==> src/hw/pbt_pkg.sv <==
// package for the pc breakpoint trigger block: indices, fields, codes
// assumes one processor clock and debug accesses already decoded to strobes
package pbt_pkg;

  // ===========================================
  // debug register indices
  localparam logic [4:0] IDX_PC_IGNORE_MASK = 5'h09;
  localparam logic [4:0] IDX_PC_MATCH_VALUE = 5'h08;
  localparam logic [4:0] IDX_TRIGGER_SETUP = 5'h07;

  // ===========================================
  // reset values and field positions
  localparam logic [31:0] RST_PC_IGNORE_MASK = 32'h00000000;
  localparam logic [31:0] RST_PC_MATCH_VALUE = 32'h00000000;
  localparam logic [31:0] RST_TRIGGER_SETUP = 32'h00000000;
  localparam logic [31:0] SETUP_RSVD_MASK = 32'h0000C000;
  localparam int ACTION_LSB = 30;
  localparam int L2_HALF_LSB = 16;
  localparam int L1_HALF_LSB = 0;
  localparam int L2_ARM_BIT = 29;
  localparam int L1_ARM_BIT = 13;

  // ===========================================
  // trigger response codes
  localparam logic [1:0] ACT_TRACE = 2'h0;
  localparam logic [1:0] ACT_HALT = 2'h1;
  localparam logic [1:0] ACT_IRQ = 2'h2;
  localparam logic [1:0] ACT_RSVD = 2'h3;

  // ===========================================
  // operand sizes on the local data bus
  localparam logic [1:0] SIZE_LONG = 2'h0;
  localparam logic [1:0] SIZE_BYTE = 2'h1;
  localparam logic [1:0] SIZE_WORD = 2'h2;

  // ===========================================
  // trigger state field and trace codes
  localparam logic [3:0] TSTAT_NONE = 4'h0;
  localparam logic [3:0] TSTAT_LEVEL1 = 4'h1;
  localparam logic [3:0] TSTAT_LEVEL2 = 4'h2;

  // ===========================================
  // carriers
  // one half of trigger_setup, msb first
  typedef struct packed {
    logic [1:0] top;
    logic level_arm;
    logic longword_lane_enable;
    logic low_word_lane_enable;
    logic high_word_lane_enable;
    logic byte0_lane_enable;
    logic byte1_lane_enable;
    logic byte2_lane_enable;
    logic byte3_lane_enable;
    logic data_invert;
    logic [2:0] addr_enables;
    logic pc_enable;
    logic pc_invert;
  } pbt_level_cfg_t;

  typedef struct packed {
    logic valid;
    logic [4:0] index;
    logic [31:0] data;
  } pbt_reg_wr_t;

  typedef struct packed {
    logic [31:0] pc;
    logic pc_valid;
    logic [31:0] data;
    logic data_valid;
    logic [1:0] addr_lo;
    logic [1:0] size;
  } pbt_core_obs_t;

endpackage : pbt_pkg

==> src/hw/pbt_trigger.sv <==
// pc breakpoint match registers and one/two level trigger sequencer
// assumes supervisor and serial debug accesses arrive as one-cycle strobes on this clock
`timescale 1ns/1ps
module pbt_trigger
(
  input wire logic clock,
  input wire logic sys_rst,
  input pbt_pkg::pbt_reg_wr_t sup_wr,
  input pbt_pkg::pbt_reg_wr_t ser_wr,
  input wire logic ser_rd_valid,
  input wire logic [4:0] ser_rd_index,
  output logic ser_rd_ack,
  output logic [31:0] ser_rd_data,
  input pbt_pkg::pbt_core_obs_t core,
  input wire logic [31:0] data_match_value,
  input wire logic [31:0] data_ignore_mask,
  output logic trace_valid,
  output logic [3:0] debug_trace_outputs,
  output logic halt_req,
  output logic debug_irq_req,
  output logic [3:0] trigger_state_field
);

  // ===========================================
  // register write path
  function automatic logic hits(input pbt_pkg::pbt_reg_wr_t w, input logic [4:0] idx);
    hits = w.valid && (w.index == idx);
  endfunction : hits

  logic [31:0] pc_match_value;
  logic [31:0] pc_ignore_mask;
  logic [31:0] trigger_setup;
  pbt_pkg::pbt_reg_wr_t wr;
  logic setup_wr;

  // serial port wins a same-cycle collision: the host is the one debugging
  assign wr = ser_wr.valid ? ser_wr : sup_wr;
  assign setup_wr = hits(wr, pbt_pkg::IDX_TRIGGER_SETUP);

  always_ff @(posedge clock)
  begin
    if (sys_rst)
      pc_ignore_mask <= pbt_pkg::RST_PC_IGNORE_MASK;
    else if (hits(wr, pbt_pkg::IDX_PC_IGNORE_MASK))
      pc_ignore_mask <= wr.data;
  end

  always_ff @(posedge clock)
  begin
    if (sys_rst)
      pc_match_value <= pbt_pkg::RST_PC_MATCH_VALUE;
    else if (hits(wr, pbt_pkg::IDX_PC_MATCH_VALUE))
      pc_match_value <= wr.data;
  end

  // reserved bits 15-14 never stored, so they read as zero
  always_ff @(posedge clock)
  begin
    if (sys_rst)
      trigger_setup <= pbt_pkg::RST_TRIGGER_SETUP;
    else if (setup_wr)
      trigger_setup <= wr.data & ~pbt_pkg::SETUP_RSVD_MASK;
  end

  // ===========================================
  // serial read path
  // serial readback, mask is write only
  always_ff @(posedge clock)
  begin
    if (sys_rst)
    begin
      ser_rd_ack <= 1'b0;
      ser_rd_data <= 32'h00000000;
    end
    else
    begin
      ser_rd_ack <= ser_rd_valid;
      if (ser_rd_valid)
      begin
        if (ser_rd_index == pbt_pkg::IDX_PC_MATCH_VALUE)
          ser_rd_data <= pc_match_value;
        else if (ser_rd_index == pbt_pkg::IDX_TRIGGER_SETUP)
          ser_rd_data <= trigger_setup;
        else
          ser_rd_data <= 32'h00000000;
      end
    end
  end

  // ===========================================
  // pc compare and level evaluation
  logic pc_hit;
  pbt_pkg::pbt_level_cfg_t cfg [2];
  logic [1:0] level_hit;
  logic [1:0] action;

  assign pc_hit = ((core.pc ^ pc_match_value) & ~pc_ignore_mask) == 32'h00000000;
  assign cfg[0] = pbt_pkg::pbt_level_cfg_t'(trigger_setup[pbt_pkg::L1_HALF_LSB +: 16]);
  assign cfg[1] = pbt_pkg::pbt_level_cfg_t'(trigger_setup[pbt_pkg::L2_HALF_LSB +: 16]);
  assign action = trigger_setup[pbt_pkg::ACTION_LSB +: 2];

  genvar g;
  generate
    for (g = 0; g < 2; g++)
    begin : gen_level
      pbt_level_eval u_eval
      (
        .clock(clock),
        .sys_rst(sys_rst),
        .cfg(cfg[g]),
        .core(core),
        .pc_hit(pc_hit),
        .data_match_value(data_match_value),
        .data_ignore_mask(data_ignore_mask),
        .hit(level_hit[g])
      );
    end
  endgenerate

  // ===========================================
  // trigger sequencer
  typedef enum logic [2:0]
  {
    ST_ARMED = 3'b001,
    ST_LEVEL2 = 3'b010,
    ST_FIRED = 3'b100
  } pbt_state_t;

  pbt_state_t state;
  pbt_state_t next_state;
  logic both_armed;
  logic step1;
  logic complete;
  logic [3:0] complete_code;

  assign both_armed = cfg[0].level_arm && cfg[1].level_arm;

  // with both levels armed, level two waits for level one
  always_comb
  begin
    next_state = state;
    step1 = 1'b0;
    complete = 1'b0;
    complete_code = pbt_pkg::TSTAT_NONE;
    unique case (state)
      ST_ARMED:
        if (both_armed)
        begin
          if (level_hit[0])
          begin
            step1 = 1'b1;
            next_state = ST_LEVEL2;
          end
        end
        else if (level_hit[0] || level_hit[1])
        begin
          complete = 1'b1;
          complete_code = level_hit[1] ? pbt_pkg::TSTAT_LEVEL2 : pbt_pkg::TSTAT_LEVEL1;
          next_state = ST_FIRED;
        end
      ST_LEVEL2:
        if (level_hit[1])
        begin
          complete = 1'b1;
          complete_code = pbt_pkg::TSTAT_LEVEL2;
          next_state = ST_FIRED;
        end
      ST_FIRED:
        next_state = ST_FIRED;
    endcase
  end

  // a setup write rearms; a trigger in that same cycle still lands
  always_ff @(posedge clock)
  begin
    if (sys_rst)
      state <= ST_ARMED;
    else if (complete || step1)
      state <= next_state;
    else if (setup_wr)
      state <= ST_ARMED;
    else
      state <= next_state;
  end

  always_ff @(posedge clock)
  begin
    if (sys_rst)
      trigger_state_field <= pbt_pkg::TSTAT_NONE;
    else if (complete)
      trigger_state_field <= complete_code;
    else if (step1)
      trigger_state_field <= pbt_pkg::TSTAT_LEVEL1;
    else if (setup_wr)
      trigger_state_field <= pbt_pkg::TSTAT_NONE;
  end

  // ===========================================
  // trigger response
  // trace always, action on the same edge
  always_ff @(posedge clock)
  begin
    if (sys_rst)
    begin
      trace_valid <= 1'b0;
      debug_trace_outputs <= pbt_pkg::TSTAT_NONE;
      halt_req <= 1'b0;
      debug_irq_req <= 1'b0;
    end
    else
    begin
      trace_valid <= complete;
      if (complete)
        debug_trace_outputs <= complete_code;
      halt_req <= complete && (action == pbt_pkg::ACT_HALT);
      debug_irq_req <= complete && (action == pbt_pkg::ACT_IRQ);
    end
  end
endmodule : pbt_trigger

==> src/hw/pbt_level_eval.sv <==
// one trigger level: pc condition and data lane condition
// assumes core observation and comparator values come from the processor clock domain
`timescale 1ns/1ps
module pbt_level_eval
(
  input wire logic clock,
  input wire logic sys_rst,
  input pbt_pkg::pbt_level_cfg_t cfg,
  input pbt_pkg::pbt_core_obs_t core,
  input wire logic pc_hit,
  input wire logic [31:0] data_match_value,
  input wire logic [31:0] data_ignore_mask,
  output logic hit
);

  // ===========================================
  // data lane compare
  logic [31:0] diff;
  logic [6:0] lanes;
  logic data_en;
  logic lane_hit;
  logic pc_term;
  logic data_term;

  assign diff = (core.data ^ data_match_value) & ~data_ignore_mask;
  assign lanes = {cfg.longword_lane_enable, cfg.low_word_lane_enable,
                  cfg.high_word_lane_enable, cfg.byte0_lane_enable, cfg.byte1_lane_enable,
                  cfg.byte2_lane_enable, cfg.byte3_lane_enable};
  assign data_en = |lanes;

  always_comb
  begin
    lane_hit = 1'b0;
    unique case (core.size)
      pbt_pkg::SIZE_LONG:
        lane_hit = cfg.longword_lane_enable && (diff == 32'h00000000);
      pbt_pkg::SIZE_WORD:
        lane_hit = core.addr_lo[1] ? (cfg.low_word_lane_enable && diff[15:0] == 16'h0000)
                                   : (cfg.high_word_lane_enable && diff[31:16] == 16'h0000);
      pbt_pkg::SIZE_BYTE:
        unique case (core.addr_lo)
          2'h3: lane_hit = cfg.byte0_lane_enable && diff[7:0] == 8'h00;
          2'h2: lane_hit = cfg.byte1_lane_enable && diff[15:8] == 8'h00;
          2'h1: lane_hit = cfg.byte2_lane_enable && diff[23:16] == 8'h00;
          2'h0: lane_hit = cfg.byte3_lane_enable && diff[31:24] == 8'h00;
        endcase
      default:
        lane_hit = 1'b0;
    endcase
  end

  // ===========================================
  // level condition
  // pc used only when enabled
  assign pc_term = cfg.pc_enable ? (core.pc_valid && (pc_hit ^ cfg.pc_invert)) : 1'b1;
  assign data_term = data_en ? (core.data_valid && (lane_hit ^ cfg.data_invert)) : 1'b1;
  assign hit = cfg.level_arm && (cfg.pc_enable || data_en) && pc_term && data_term;
endmodule : pbt_level_eval

==> config.mk <==
export PLATFORM = sky130hd
export DESIGN_NAME = pbt_trigger
export DESIGN_NICKNAME = d
export VERILOG_FILES = /design/src/hw/pbt_pkg.sv /design/src/hw/pbt_trigger.sv /design/src/hw/pbt_level_eval.sv
export SDC_FILE = /design/constraint.sdc
export NUM_CORES = 1
export LEC_CHECK = 0
export BUFFER_PORTS_ARGS = -buffer_cell sky130_fd_sc_hd__buf_2
export CAP_MARGIN = 20
export CELL_PAD_IN_SITES_DETAIL_PLACEMENT = 0
export CELL_PAD_IN_SITES_GLOBAL_PLACEMENT = 1
export CORE_MARGIN = 10
export CORE_UTILIZATION = 35
export DETAILED_ROUTE_END_ITERATION = 12
export PLACE_DENSITY_LB_ADDON = 0.1
export SETUP_SLACK_MARGIN = 0.5
export SLEW_MARGIN = 20
export SYNTH_ARGS = -nofsm -noshare
export SYNTH_HDL_FRONTEND = slang
export SYNTH_SLANG_ARGS = --single-unit
==> constraint.sdc <==
create_clock -name clock -period 3.2 [get_ports clock]
set_clock_uncertainty 0.15 [all_clocks]
set_input_delay 0.16 -clock clock [delete_from_list [all_inputs] [get_ports clock]]
set_output_delay 0.16 -clock clock [all_outputs]
set_load 0.005 [all_outputs]
**After elaboration in Yosys (flattened, before gate mapping)**

Cells that the tools add are included.

- Bits of input ports: 218
- Memories: 0
- Bits in registers: 141
- Latch bits: 0
- Output and inout bits: 44
- Memory bits (read-only): 0
- Bits in writable memories: 0

- Mux-type cells: 35
- Divide/modulo/power cells: 0
- Shift-type cells: 0
- Multipliers: 0
- Add/sub/neg operators: 0
- Order comparisons: 0
- Equality and inequality tests: 15
- Bitwise operators: 10
- Reductions and logical operators: 47

Operator list:

| operator | number |
|---|---|
| $and A32 B32 Y32 | 2 |
| $logic_not A32 Y1 | 2 |
| $mux W32 | 2 |
| $not A32 Y32 | 2 |
| $xor A32 B32 Y32 | 2 |
| $mux W38 | 1 |
| $logic_not A16 Y1 | 2 |
| $logic_not A8 Y1 | 4 |
| $logic_and A1 B1 Y1 | 30 |
| $mux W3 | 6 |
| $eq A5 B4 Y1 const B | 3 |
| $reduce_or A7 Y1 | 2 |
| $mux W1 | 12 |
| $mux W4 | 3 |
| $eq A5 B3 Y1 const B | 2 |
| $pmux W3 S3 | 1 |
| $eq A2 B2 Y1 const B | 4 |
| $mux W2 | 4 |
| $pmux W1 S4 | 2 |
| $eq A2 B1 Y1 const B | 3 |
| $pmux W1 S3 | 2 |
| $logic_not A2 Y1 | 2 |
| $logic_or A1 B1 Y1 | 4 |
| $pmux W2 S2 | 1 |
| other kinds (6) | 9 |

**Longest topological paths before layout**

Gate-level depths: netlist of the first run.

- Depth in word-level cells: 16
- Depth in mapped cells: 10
- Gate-level depth less buffers: 10

**Cells and area by module**

A second synthesis of the first run with hierarchy kept.

- Cell total of the unflattened synthesis: 784
- Area total of the unflattened synthesis: 7173.1 um2

Modules (own cells, without submodules):

| module | area each (um2) | times used | cells an instance |
|---|---|---|---|
| pbt_trigger | 5939.4 | 1 | 624 |
| pbt_level_eval | 616.8 | 2 | 80 |

**Worst setup path after synthesis of the first run**

OpenSTA, ideal clock, no wires.

- Kind: input to register
- Start: input data_match_value[25]
- End: register state[2]
- Arrival: 2.058 ns
- Setup time: 0.116 ns
- Buffers on the path: 0
- Path slack: 0.876 ns
- Cell stages on the path: 10
- Cell sequence: xnor2_1 o22ai_1 nor4_4 a22oi_1 a211oi_2 nor4_1 o31ai_4 nand2_2 a2bb2oi_1 o211a_1

- Word-level cells in the longest chain between the ends: 16
- Elaborated cells between the ends (all ways): 41
- Those cells by class: 22 x mux; 4 x bitwise; 15 x reduce/logical

Ends and longest elaborated chain:

| item | RTL line | RTL |
|---|---|---|
| start: declaration | pbt_trigger.sv:15 | `input wire logic [31:0] data_match_value,` |
| $xor A32 B32 Y32 * | pbt_level_eval.sv:25 | `assign diff = (core.data ^ data_match_value) & ~data_ignore_mask;` |
| $and A32 B32 Y32 * | pbt_level_eval.sv:25 |  |
| $logic_not A8 Y1 / $logic_not A16 Y1 (equally long branches) | pbt_level_eval.sv:45, pbt_level_eval.sv:39 |  |
| $logic_and A1 B1 Y1 (on tied branches) | pbt_level_eval.sv:45, pbt_level_eval.sv:39 |  |
| $pmux W1 S4 / $mux W1 (equally long branches) | pbt_level_eval.sv:41, pbt_level_eval.sv:38 |  |
| $pmux W1 S3 | pbt_level_eval.sv:34 | `unique case (core.size)` |
| $xor A1 B1 Y1 | pbt_level_eval.sv:56 | `assign data_term = data_en ? (core.data_valid && (lane_hit ^ cfg.data_invert)) : 1'b1;` |
| $logic_and A1 B1 Y1 | pbt_level_eval.sv:56 |  |
| $mux W1 | pbt_level_eval.sv:56 |  |
| $logic_and A1 B1 Y1 | pbt_level_eval.sv:57 | `assign hit = cfg.level_arm && (cfg.pc_enable \|\| data_en) && pc_term && data_term;` |
| $logic_or A1 B1 Y1 | pbt_trigger.sv:155 | `else if (level_hit[0] \|\| level_hit[1])` |
| $mux W3 / $mux W1 (equally long branches) | pbt_trigger.sv:155 |  |
| $mux W3 / $mux W1 (equally long branches) | pbt_trigger.sv:147 | `if (both_armed)` |
| $pmux W3 S3 / $pmux W1 S2 (equally long branches) | pbt_trigger.sv:145 | `unique case (state)` |
| $mux W3 / $logic_or A1 B1 Y1 (equally long branches) | pbt_trigger.sv:180, pbt_trigger.sv:178 |  |
| $mux W3 * | pbt_trigger.sv:178 | `else if (complete \|\| step1)` |
| end signal: assignment | pbt_trigger.sv:179 | `state <= next_state;` |
| end signal: assignment | pbt_trigger.sv:183 | `state <= next_state;` |
| end: declaration | pbt_trigger.sv:129 | `pbt_state_t state;` |

Every way passes the cells marked *; elsewhere a longest branch is shown, timed or not.
A chain may end at the register's enable or synchronous reset.

**Final worst setup path of the first run**

- Start: register pc_match_value[11]
- End: register state[2]

- Word-level cells in the longest chain between the ends: 14
- Elaborated cells between the ends (all ways): 29
- Those cells by class: 16 x mux; 4 x bitwise; 9 x reduce/logical

Ends and longest elaborated chain:

| item | RTL line | RTL |
|---|---|---|
| start: declaration | pbt_trigger.sv:30 | `logic [31:0] pc_match_value;` |
| start signal: assignment | pbt_trigger.sv:51 | `pc_match_value <= pbt_pkg::RST_PC_MATCH_VALUE;` |
| start signal: assignment | pbt_trigger.sv:53 | `pc_match_value <= wr.data;` |
| $xor A32 B32 Y32 * | pbt_trigger.sv:97 | `assign pc_hit = ((core.pc ^ pc_match_value) & ~pc_ignore_mask) == 32'h00000000;` |
| $and A32 B32 Y32 * | pbt_trigger.sv:97 |  |
| $logic_not A32 Y1 * | pbt_trigger.sv:97 |  |
| $xor A1 B1 Y1 | pbt_level_eval.sv:55 | `assign pc_term = cfg.pc_enable ? (core.pc_valid && (pc_hit ^ cfg.pc_invert)) : 1'b1;` |
| $logic_and A1 B1 Y1 | pbt_level_eval.sv:55 |  |
| $mux W1 | pbt_level_eval.sv:55 |  |
| $logic_and A1 B1 Y1 (2 in series) | pbt_level_eval.sv:57 |  |
| $logic_or A1 B1 Y1 | pbt_trigger.sv:155 |  |
| $mux W3 / $mux W1 (equally long branches) | pbt_trigger.sv:155 |  |
| $mux W3 / $mux W1 (equally long branches) | pbt_trigger.sv:147 |  |
| $pmux W3 S3 / $pmux W1 S2 (equally long branches) | pbt_trigger.sv:145 |  |
| $mux W3 / $logic_or A1 B1 Y1 (equally long branches) | pbt_trigger.sv:180, pbt_trigger.sv:178 |  |
| $mux W3 * | pbt_trigger.sv:178 |  |

Marks and branches as above.

==> results of run 1 <==
worst register-to-register path, stage by stage (launching register included):
cell     delay [ps]
dfxtp_2         350
xnor2_2         200
o22ai_1         120
nor4_1          280
nand4_1         230
mux2i_2         220
o21ai_1         140
mux2i_1          80
buf_4           170
o21ai_4         210
a31oi_2         130
o211a_1         160
stage by stage:
| stage | util (%) | hold slack [ps] |
|---|---|---|
| after global placement | 43.6 | 312 |
| final | 47.7 | 5.81 |
| after CTS | 47.2 | 0.503 |
| after floorplan | - | 291 |
| after detailed placement | 43.6 | 317 |
| after global routing | 47.6 | 28.3 |
power groups by stage:
stage          Sequential, mW  Clock, mW  Combinational, mW
2_1_floorplan            1.81          0              0.283
3_3_place_gp             1.82          0              0.534
3_5_place_dp             1.82          0              0.535
4_1_cts                  1.78       2.18              0.539
5_1_grt                  1.79       2.25              0.593
6_report                 1.79       2.15              0.537
final cells by class:
cell class              count  area (um2)  area share (%)
multi-input cells         539        3730            42.0
flip-flops and latches    137        2760            31.0
repair buffers            270        1440            16.2
clock buffers              19         443            4.98
well taps                 234         293            3.29
clock inverters            13         199            2.24
inverters                   6        22.5           0.253
diodes                      3        7.51          0.0844
cell usage in the layout, fill, tap and decap left out, types with 3 or more instances in the layout:
master	n
a21oi_1	11
nor2b_1	7
nand4_1	4
nand4b_1	4
nor3_1	3
buf_12	4
diode_2	3
o22ai_1	31
dfxtp_1	127
o21ai_0	3
conb_1	4
a211oi_1	125
clkinv_2	5
buf_4	10
nand3_1	10
o21ai_1	4
a31oi_1	3
bufinv_16	5
inv_1	6
nand2b_1	10
nor2_1	131
a22oi_1	31
nor4_2	6
dfxtp_2	10
mux2i_1	34
clkbuf_16	17
buf_2	256
xnor2_2	6
nand2_1	8
xnor2_1	59
nor4_1	5
metal layers:
| layer | vias up | share of wire [%] | GRT usage [%] |
|---|---|---|---|
| li1 | 3209 | - | - |
| met1 | 2782 | 48 | 26.1 |
| met2 | 225 | 43 | 28.0 |
| met3 | 17 | 8.1 | 5.98 |
| met4 | 2 | 0.97 | 4.50 |
| met5 | - | 0.054 | 0 |
flip-flops by register name, indices dropped and copies added (netlist names):
register,cells
trigger_setup,30
state,3
trigger_state_field,2
debug_trace_outputs,2
ser_rd_ack,1
debug_irq_req,1
halt_req,1
pc_match_value,32
trace_valid,1
ser_rd_data,32
pc_ignore_mask,32
worst min-delay path by stage:
stage | from | to | slack (ps) | cells past startpoint
2_1_floorplan | sup_wr[14] | pc_ignore_mask[14]$_SDFFE_PP0P_ | 290 | 2
3_3_place_gp | ser_rd_data[14]$_SDFFE_PP0P_ | ser_rd_data[14]$_SDFFE_PP0P_ | 310 | 2
3_5_place_dp | ser_rd_data[14]$_SDFFE_PP0P_ | ser_rd_data[14]$_SDFFE_PP0P_ | 320 | 2
4_1_cts | sup_wr[15] | pc_match_value[15]$_SDFFE_PP0P_ | 0.5 | 3
5_1_grt | sup_wr[6] | pc_ignore_mask[6]$_SDFFE_PP0P_ | 30 | 3
6_report | sup_wr[3] | pc_ignore_mask[3]$_SDFFE_PP0P_ | 6 | 3
kinds of logic after synthesis:
| logic type | synth area share (%) |
|---|---|
| and+or+nand+nor | 15.2 |
| buffers and inverters | 3.87 |
| muxes | 5.31 |
| other | 0.0569 |
| AOI/OAI and AO/OA | 25.4 |
| xor gates and xnor gates | 8.63 |
| DFF | 41.6 |
what timing repair did:
action                     4_1_cts  5_1_grt
buffers inserted                 1        0
setup endpoints to repair        7       10
pin swaps                        0       14
gates resized for setup          5       24
==> impl_metrics.yaml, run 1 <==
timing:
  slew_headroom_pct: 50.9
  hold_viol: 0
  layout_setup_ws_ps: 659
  period_share_pct: 79.4
  rsz0062_at_grt: "false"
  drv_slew: 0
  report.final.setup_viol: 0
  period_minus_slack_ps: 2540
  fmax_mhz: 394
  tns_ps: 0
  tightest_slew_ps: 736
power_and_ir_drop:
  p_clk_share_pct: 48.0
  seq_power_share_pct: 40.0
  p_switching_mw: 1.06
  power_mw: 4.47
  ir_drop_mv: 0.338
  swShare_pct: 23.8
  p_leak_nw: 3.42
  intPower_mw: 3.41
  pwr_density_cell_mw_per_mm2: 503
  pwr-share-comb_pct: 12.0
detailed_routing:
  wl_per_cell_um: 19.7
  wirelength_mm: 24.1
  first_pass_iters: 4
  drt_iter0_markers: 312
  ant_nets: 0
  drc_errors: 0
  routed_via_density: 5.11
  vias: 6235
yosys:
  ys_ff_latch: 137
  synth_top_area_share_pct: 41.6
  ys_types: 49
  synth.most_common_cell: "dfxtp_1"
  netlist_area_mm2: 0.00659
  synthFlopType: "dfxtp_1"
  synth_top_cell_by_area: "dfxtp_1"
  yosysSeqAreaShare_pct: 41.6
  synth_common_cells: "dfxtp_1, nor2_1, a211oi_1"
  yosysWarnings: 0
  synth-edff-count: 0
  synthCells: 737
  syn_area_per_cell_um2: 8.95
  postSynth.asyncResetShare_pct: 0
  netlist_top_cells_area: "dfxtp_1, a211oi_1, xnor2_1, nor2_1, mux2i_1"
clock_tree:
  htree_levels: 4
  clkTransAtPathRegs_ps: 60
  cts_tree: "done"
  cts_buffers: 17
  clockBufferDepth: 2
  root_buffer: "clkbuf_16"
  clock-sinks: 137
  postCtsHoldBufs: 0
  insertion_delay_ps: 420
placement:
  detailed_place_hpwl_mm: 18.9
  dp.cells: 1185
  dp_slack_ps: 341
  portBuffers: 257
  place.gp.congestion: 0.853
  placed_area_mm2: 0.00812
worst_setup_path:
  worstSetupStartpointType: "flop"
  timing.critical_path.to: "state[2]$_SDFF_PP0_"
  r2r-end: "state[2]$_SDFF_PP0_"
  critPathBufInv: 1
  path_max_fanout: 6
  crit_required_ps: 3370
  cp.arrival_ps: 2710
  critPathSlowestCell: "dfxtp_2"
  startpoint: "pc_match_value[11]$_SDFFE_PP0P_"
  r2r_slack_ps: 660
  reg2regPathDepth: 11
  crit_type: "flop to flop"
  cp_num_cells: 11
  crit_chain: "xnor2_2 -> o22ai_1 -> nor4_1 -> nand4_1 -> mux2i_2 -> o21ai_1 -> mux2i_1 -> buf_4 -> o21ai_4 -> a31oi_2 -> o211a_1"
  end_kind: "flop"
  slowest_delay_ps: 350
  path_delay_family: "compound AO/OA/AOI/OAI gates"
  rr_startpoint: "pc_match_value[11]$_SDFFE_PP0P_"
run:
  maxCapViolations: 0
die:
  dieArea_mm2: 0.0247
  io_pins: 262
  die_width_um: 157
  core_area_mm2: 0.0186
  die_h_um: 157
  start_util_pct: 35.4
  rows: 50
outcome:
  outcome: "finished clean"
cells_and_area:
  final_nets: 1189
  fin_cells: 1221
  fillers: 1836
  drive_gt1_share_pct: 34.9
  area_delta_synth_final_pct: 34.8
  post-route-cell-area_mm2: 0.00889
grt:
  grt_usage_pct: 18.9
  antenna_found_initial: 4
  grt_max_degree: 71
  grt-ovfl-total: 0
  grt_pass1_wl_mm: 36.3
  grt_pass1_vias: 6260
worst_hold_path:
  hold_class: "input port to flop"
No activity file was read; power rests on OpenSTA's default activity.
==> run 2: changes to the inputs <==
clock period = 2.5 ns   (was 3.2 ns; I/O delays follow)
==> impl_metrics.yaml, run 2 (synthesized netlist as in run 1, its figures left out) <==
outcome:
  outcome: "finished, violations left"
  violations: "negative setup slack"
worst_setup_path:
  critPathBufInv: 2
  cp.arrival_ps: 2660
  r2r-end: "debug_irq_req$_SDFF_PP0_"
  critPathSlowestCell: "dfxtp_2"
  crit_chain: "xnor2_2 -> o22ai_2 -> nor4_2 -> buf_4 -> nand4_1 -> mux2i_1 -> o21ai_1 -> mux2i_1 -> buf_4 -> nor2_4 -> a21oi_4 -> o2111a_1"
  r2r_slack_ps: -4
  slowest_delay_ps: 330
  reg2regPathDepth: 12
  path_delay_family: "simple AND/OR/NAND/NOR gates"
  timing.critical_path.to: "debug_irq_req$_SDFF_PP0_"
  crit_required_ps: 2660
  path_max_fanout: 4
  crit_type: "flop to flop"
  end_kind: "flop"
  rr_startpoint: "pc_match_value[13]$_SDFFE_PP0P_"
  cp_num_cells: 12
  worstSetupStartpointType: "flop"
  startpoint: "pc_match_value[13]$_SDFFE_PP0P_"
power_and_ir_drop:
  pwr_density_cell_mw_per_mm2: 614
  ir_drop_mv: 0.482
  p_leak_nw: 3.81
detailed_routing:
  wirelength_mm: 25.0
  wl_per_cell_um: 19.4
  drc_errors: 0
  vias: 6515
  ant_nets: 0
  drt_iter0_markers: 437
  routed_via_density: 5.05
  first_pass_iters: 5
grt:
  grt_usage_pct: 19.7
  grt_pass1_vias: 6594
  grt-ovfl-total: 0
  grt_pass1_wl_mm: 37.9
  antenna_found_initial: 3
  grt_max_degree: 91
cells_and_area:
  fin_cells: 1289
  drive_gt1_share_pct: 37.6
  post-route-cell-area_mm2: 0.00957
  layout_common_cells: "buf_2, nor2_1, a211oi_1, dfxtp_1, xnor2_1"
  multi_input_comb_area_mm2: 0.00380
  final_common_cell: "buf_2"
  final_nets: 1258
  area_delta_synth_final_pct: 45.1
  final_util_pct: 51.3
  fillers: 1774
  layout.area.seq_mm2: 0.00276
  reg_top3: "pc_ignore_mask: 32 flops, pc_match_value: 32 flops, ser_rd_data: 32 flops"
timing:
  report.final.setup_viol: 1
  layout_setup_ws_ps: -3.89
  period_share_pct: 100
  slew_headroom_pct: 57.1
  fmax_mhz: 399
  period_minus_slack_ps: 2500
  rsz0062_at_grt: "true"
  drv_slew: 0
  tightest_slew_ps: 644
  tns_ps: -3.89
  holdWs_ps: 4.61
  hold_viol: 0
worst_hold_path:
  hp-start: "ser_wr[16]"
  hold_class: "input port to flop"
clock_tree:
  insertion_delay_ps: 420
  clkTransAtPathRegs_ps: 60
  clockBufferDepth: 2
  cts_tree: "done"
  clock-sinks: 137
  cts_buffers: 17
  htree_levels: 4
  root_buffer: "clkbuf_16"
placement:
  detailed_place_hpwl_mm: 19.2
  dp.cells: 1230
  portBuffers: 257
  placed_area_mm2: 0.00850
  place.gp.congestion: 0.895
die:
  die_h_um: 157
  rows: 50
  dieArea_mm2: 0.0247
  io_pins: 262
  die_width_um: 157
  core_area_mm2: 0.0186
  start_util_pct: 35.4
run:
  maxCapViolations: 0
==> run 2: area by class of cell <==
cell class,count,area share [%]
multi-input combinational,539,39.7
antenna,2,0.0523
clock buffer,19,4.52
tap,234,3.06
clock inverter,13,2.35
inverter,6,0.235
timing repair buffer,339,21.2
sequential,137,28.8
==> run 2: worst min path at each step <==
stage	to	slack [ps]	cells past startpoint
finish	pc_ignore_mask[16]$_SDFFE_PP0P_	5	3
floorplan	pc_ignore_mask[14]$_SDFFE_PP0P_	260	2
global route	pc_ignore_mask[5]$_SDFFE_PP0P_	30	3
global placement	ser_rd_data[15]$_SDFFE_PP0P_	310	2
CTS	pc_ignore_mask[19]$_SDFFE_PP0P_	0.3	3
detailed placement	ser_rd_data[15]$_SDFFE_PP0P_	310	2
==> run 2: routing by layer <==
layer	track usage [%]	share of wire (%)	up-vias
met2	29.5	43	243
li1	-	-	3340
met4	4.85	0.85	2
met3	5.98	8.3	18
met1	26.9	47	2912
met5	0	0.056	-
==> run 2: through the flow <==
stage	worst slack [ps]	power, mW
6_report	-3.89	5.87
5_1_grt	-194	6.09
4_1_cts	-3.53	5.92
3_5_place_dp	-172	3.05
3_3_place_gp	-139	3.04
2_1_floorplan	276	2.69
==> run 2: where the power goes <==
group	switching, mW	leakage (nW)	internal [mW]	total (mW)
clock network	0.960	0.309	1.86	2.82
logic	0.380	2.38	0.388	0.768
registers	0.0379	1.12	2.24	2.28
==> run 2: worst reg2reg max path, stage by stage (launching register included) <==
cell and delay (ps):
dfxtp_2 330, xnor2_2 130, o22ai_2 130, nor4_2 270, buf_4 140, nand4_1 180
mux2i_1 200, o21ai_1 130, mux2i_1 80, buf_4 170, nor2_4 150, a21oi_4 80
o2111a_1 250
==> run 2: what timing repair did <==
action / in CTS / in global routing
hold buffers: 25 / 0
endpoints found under the hold margin: 21 / 0
pin swaps: 18 / 12
setup buffers: 0 / 0
gates cloned: 0 / 0
setup endpoints to repair: 10 / 10
gates resized for setup: 18 / 11
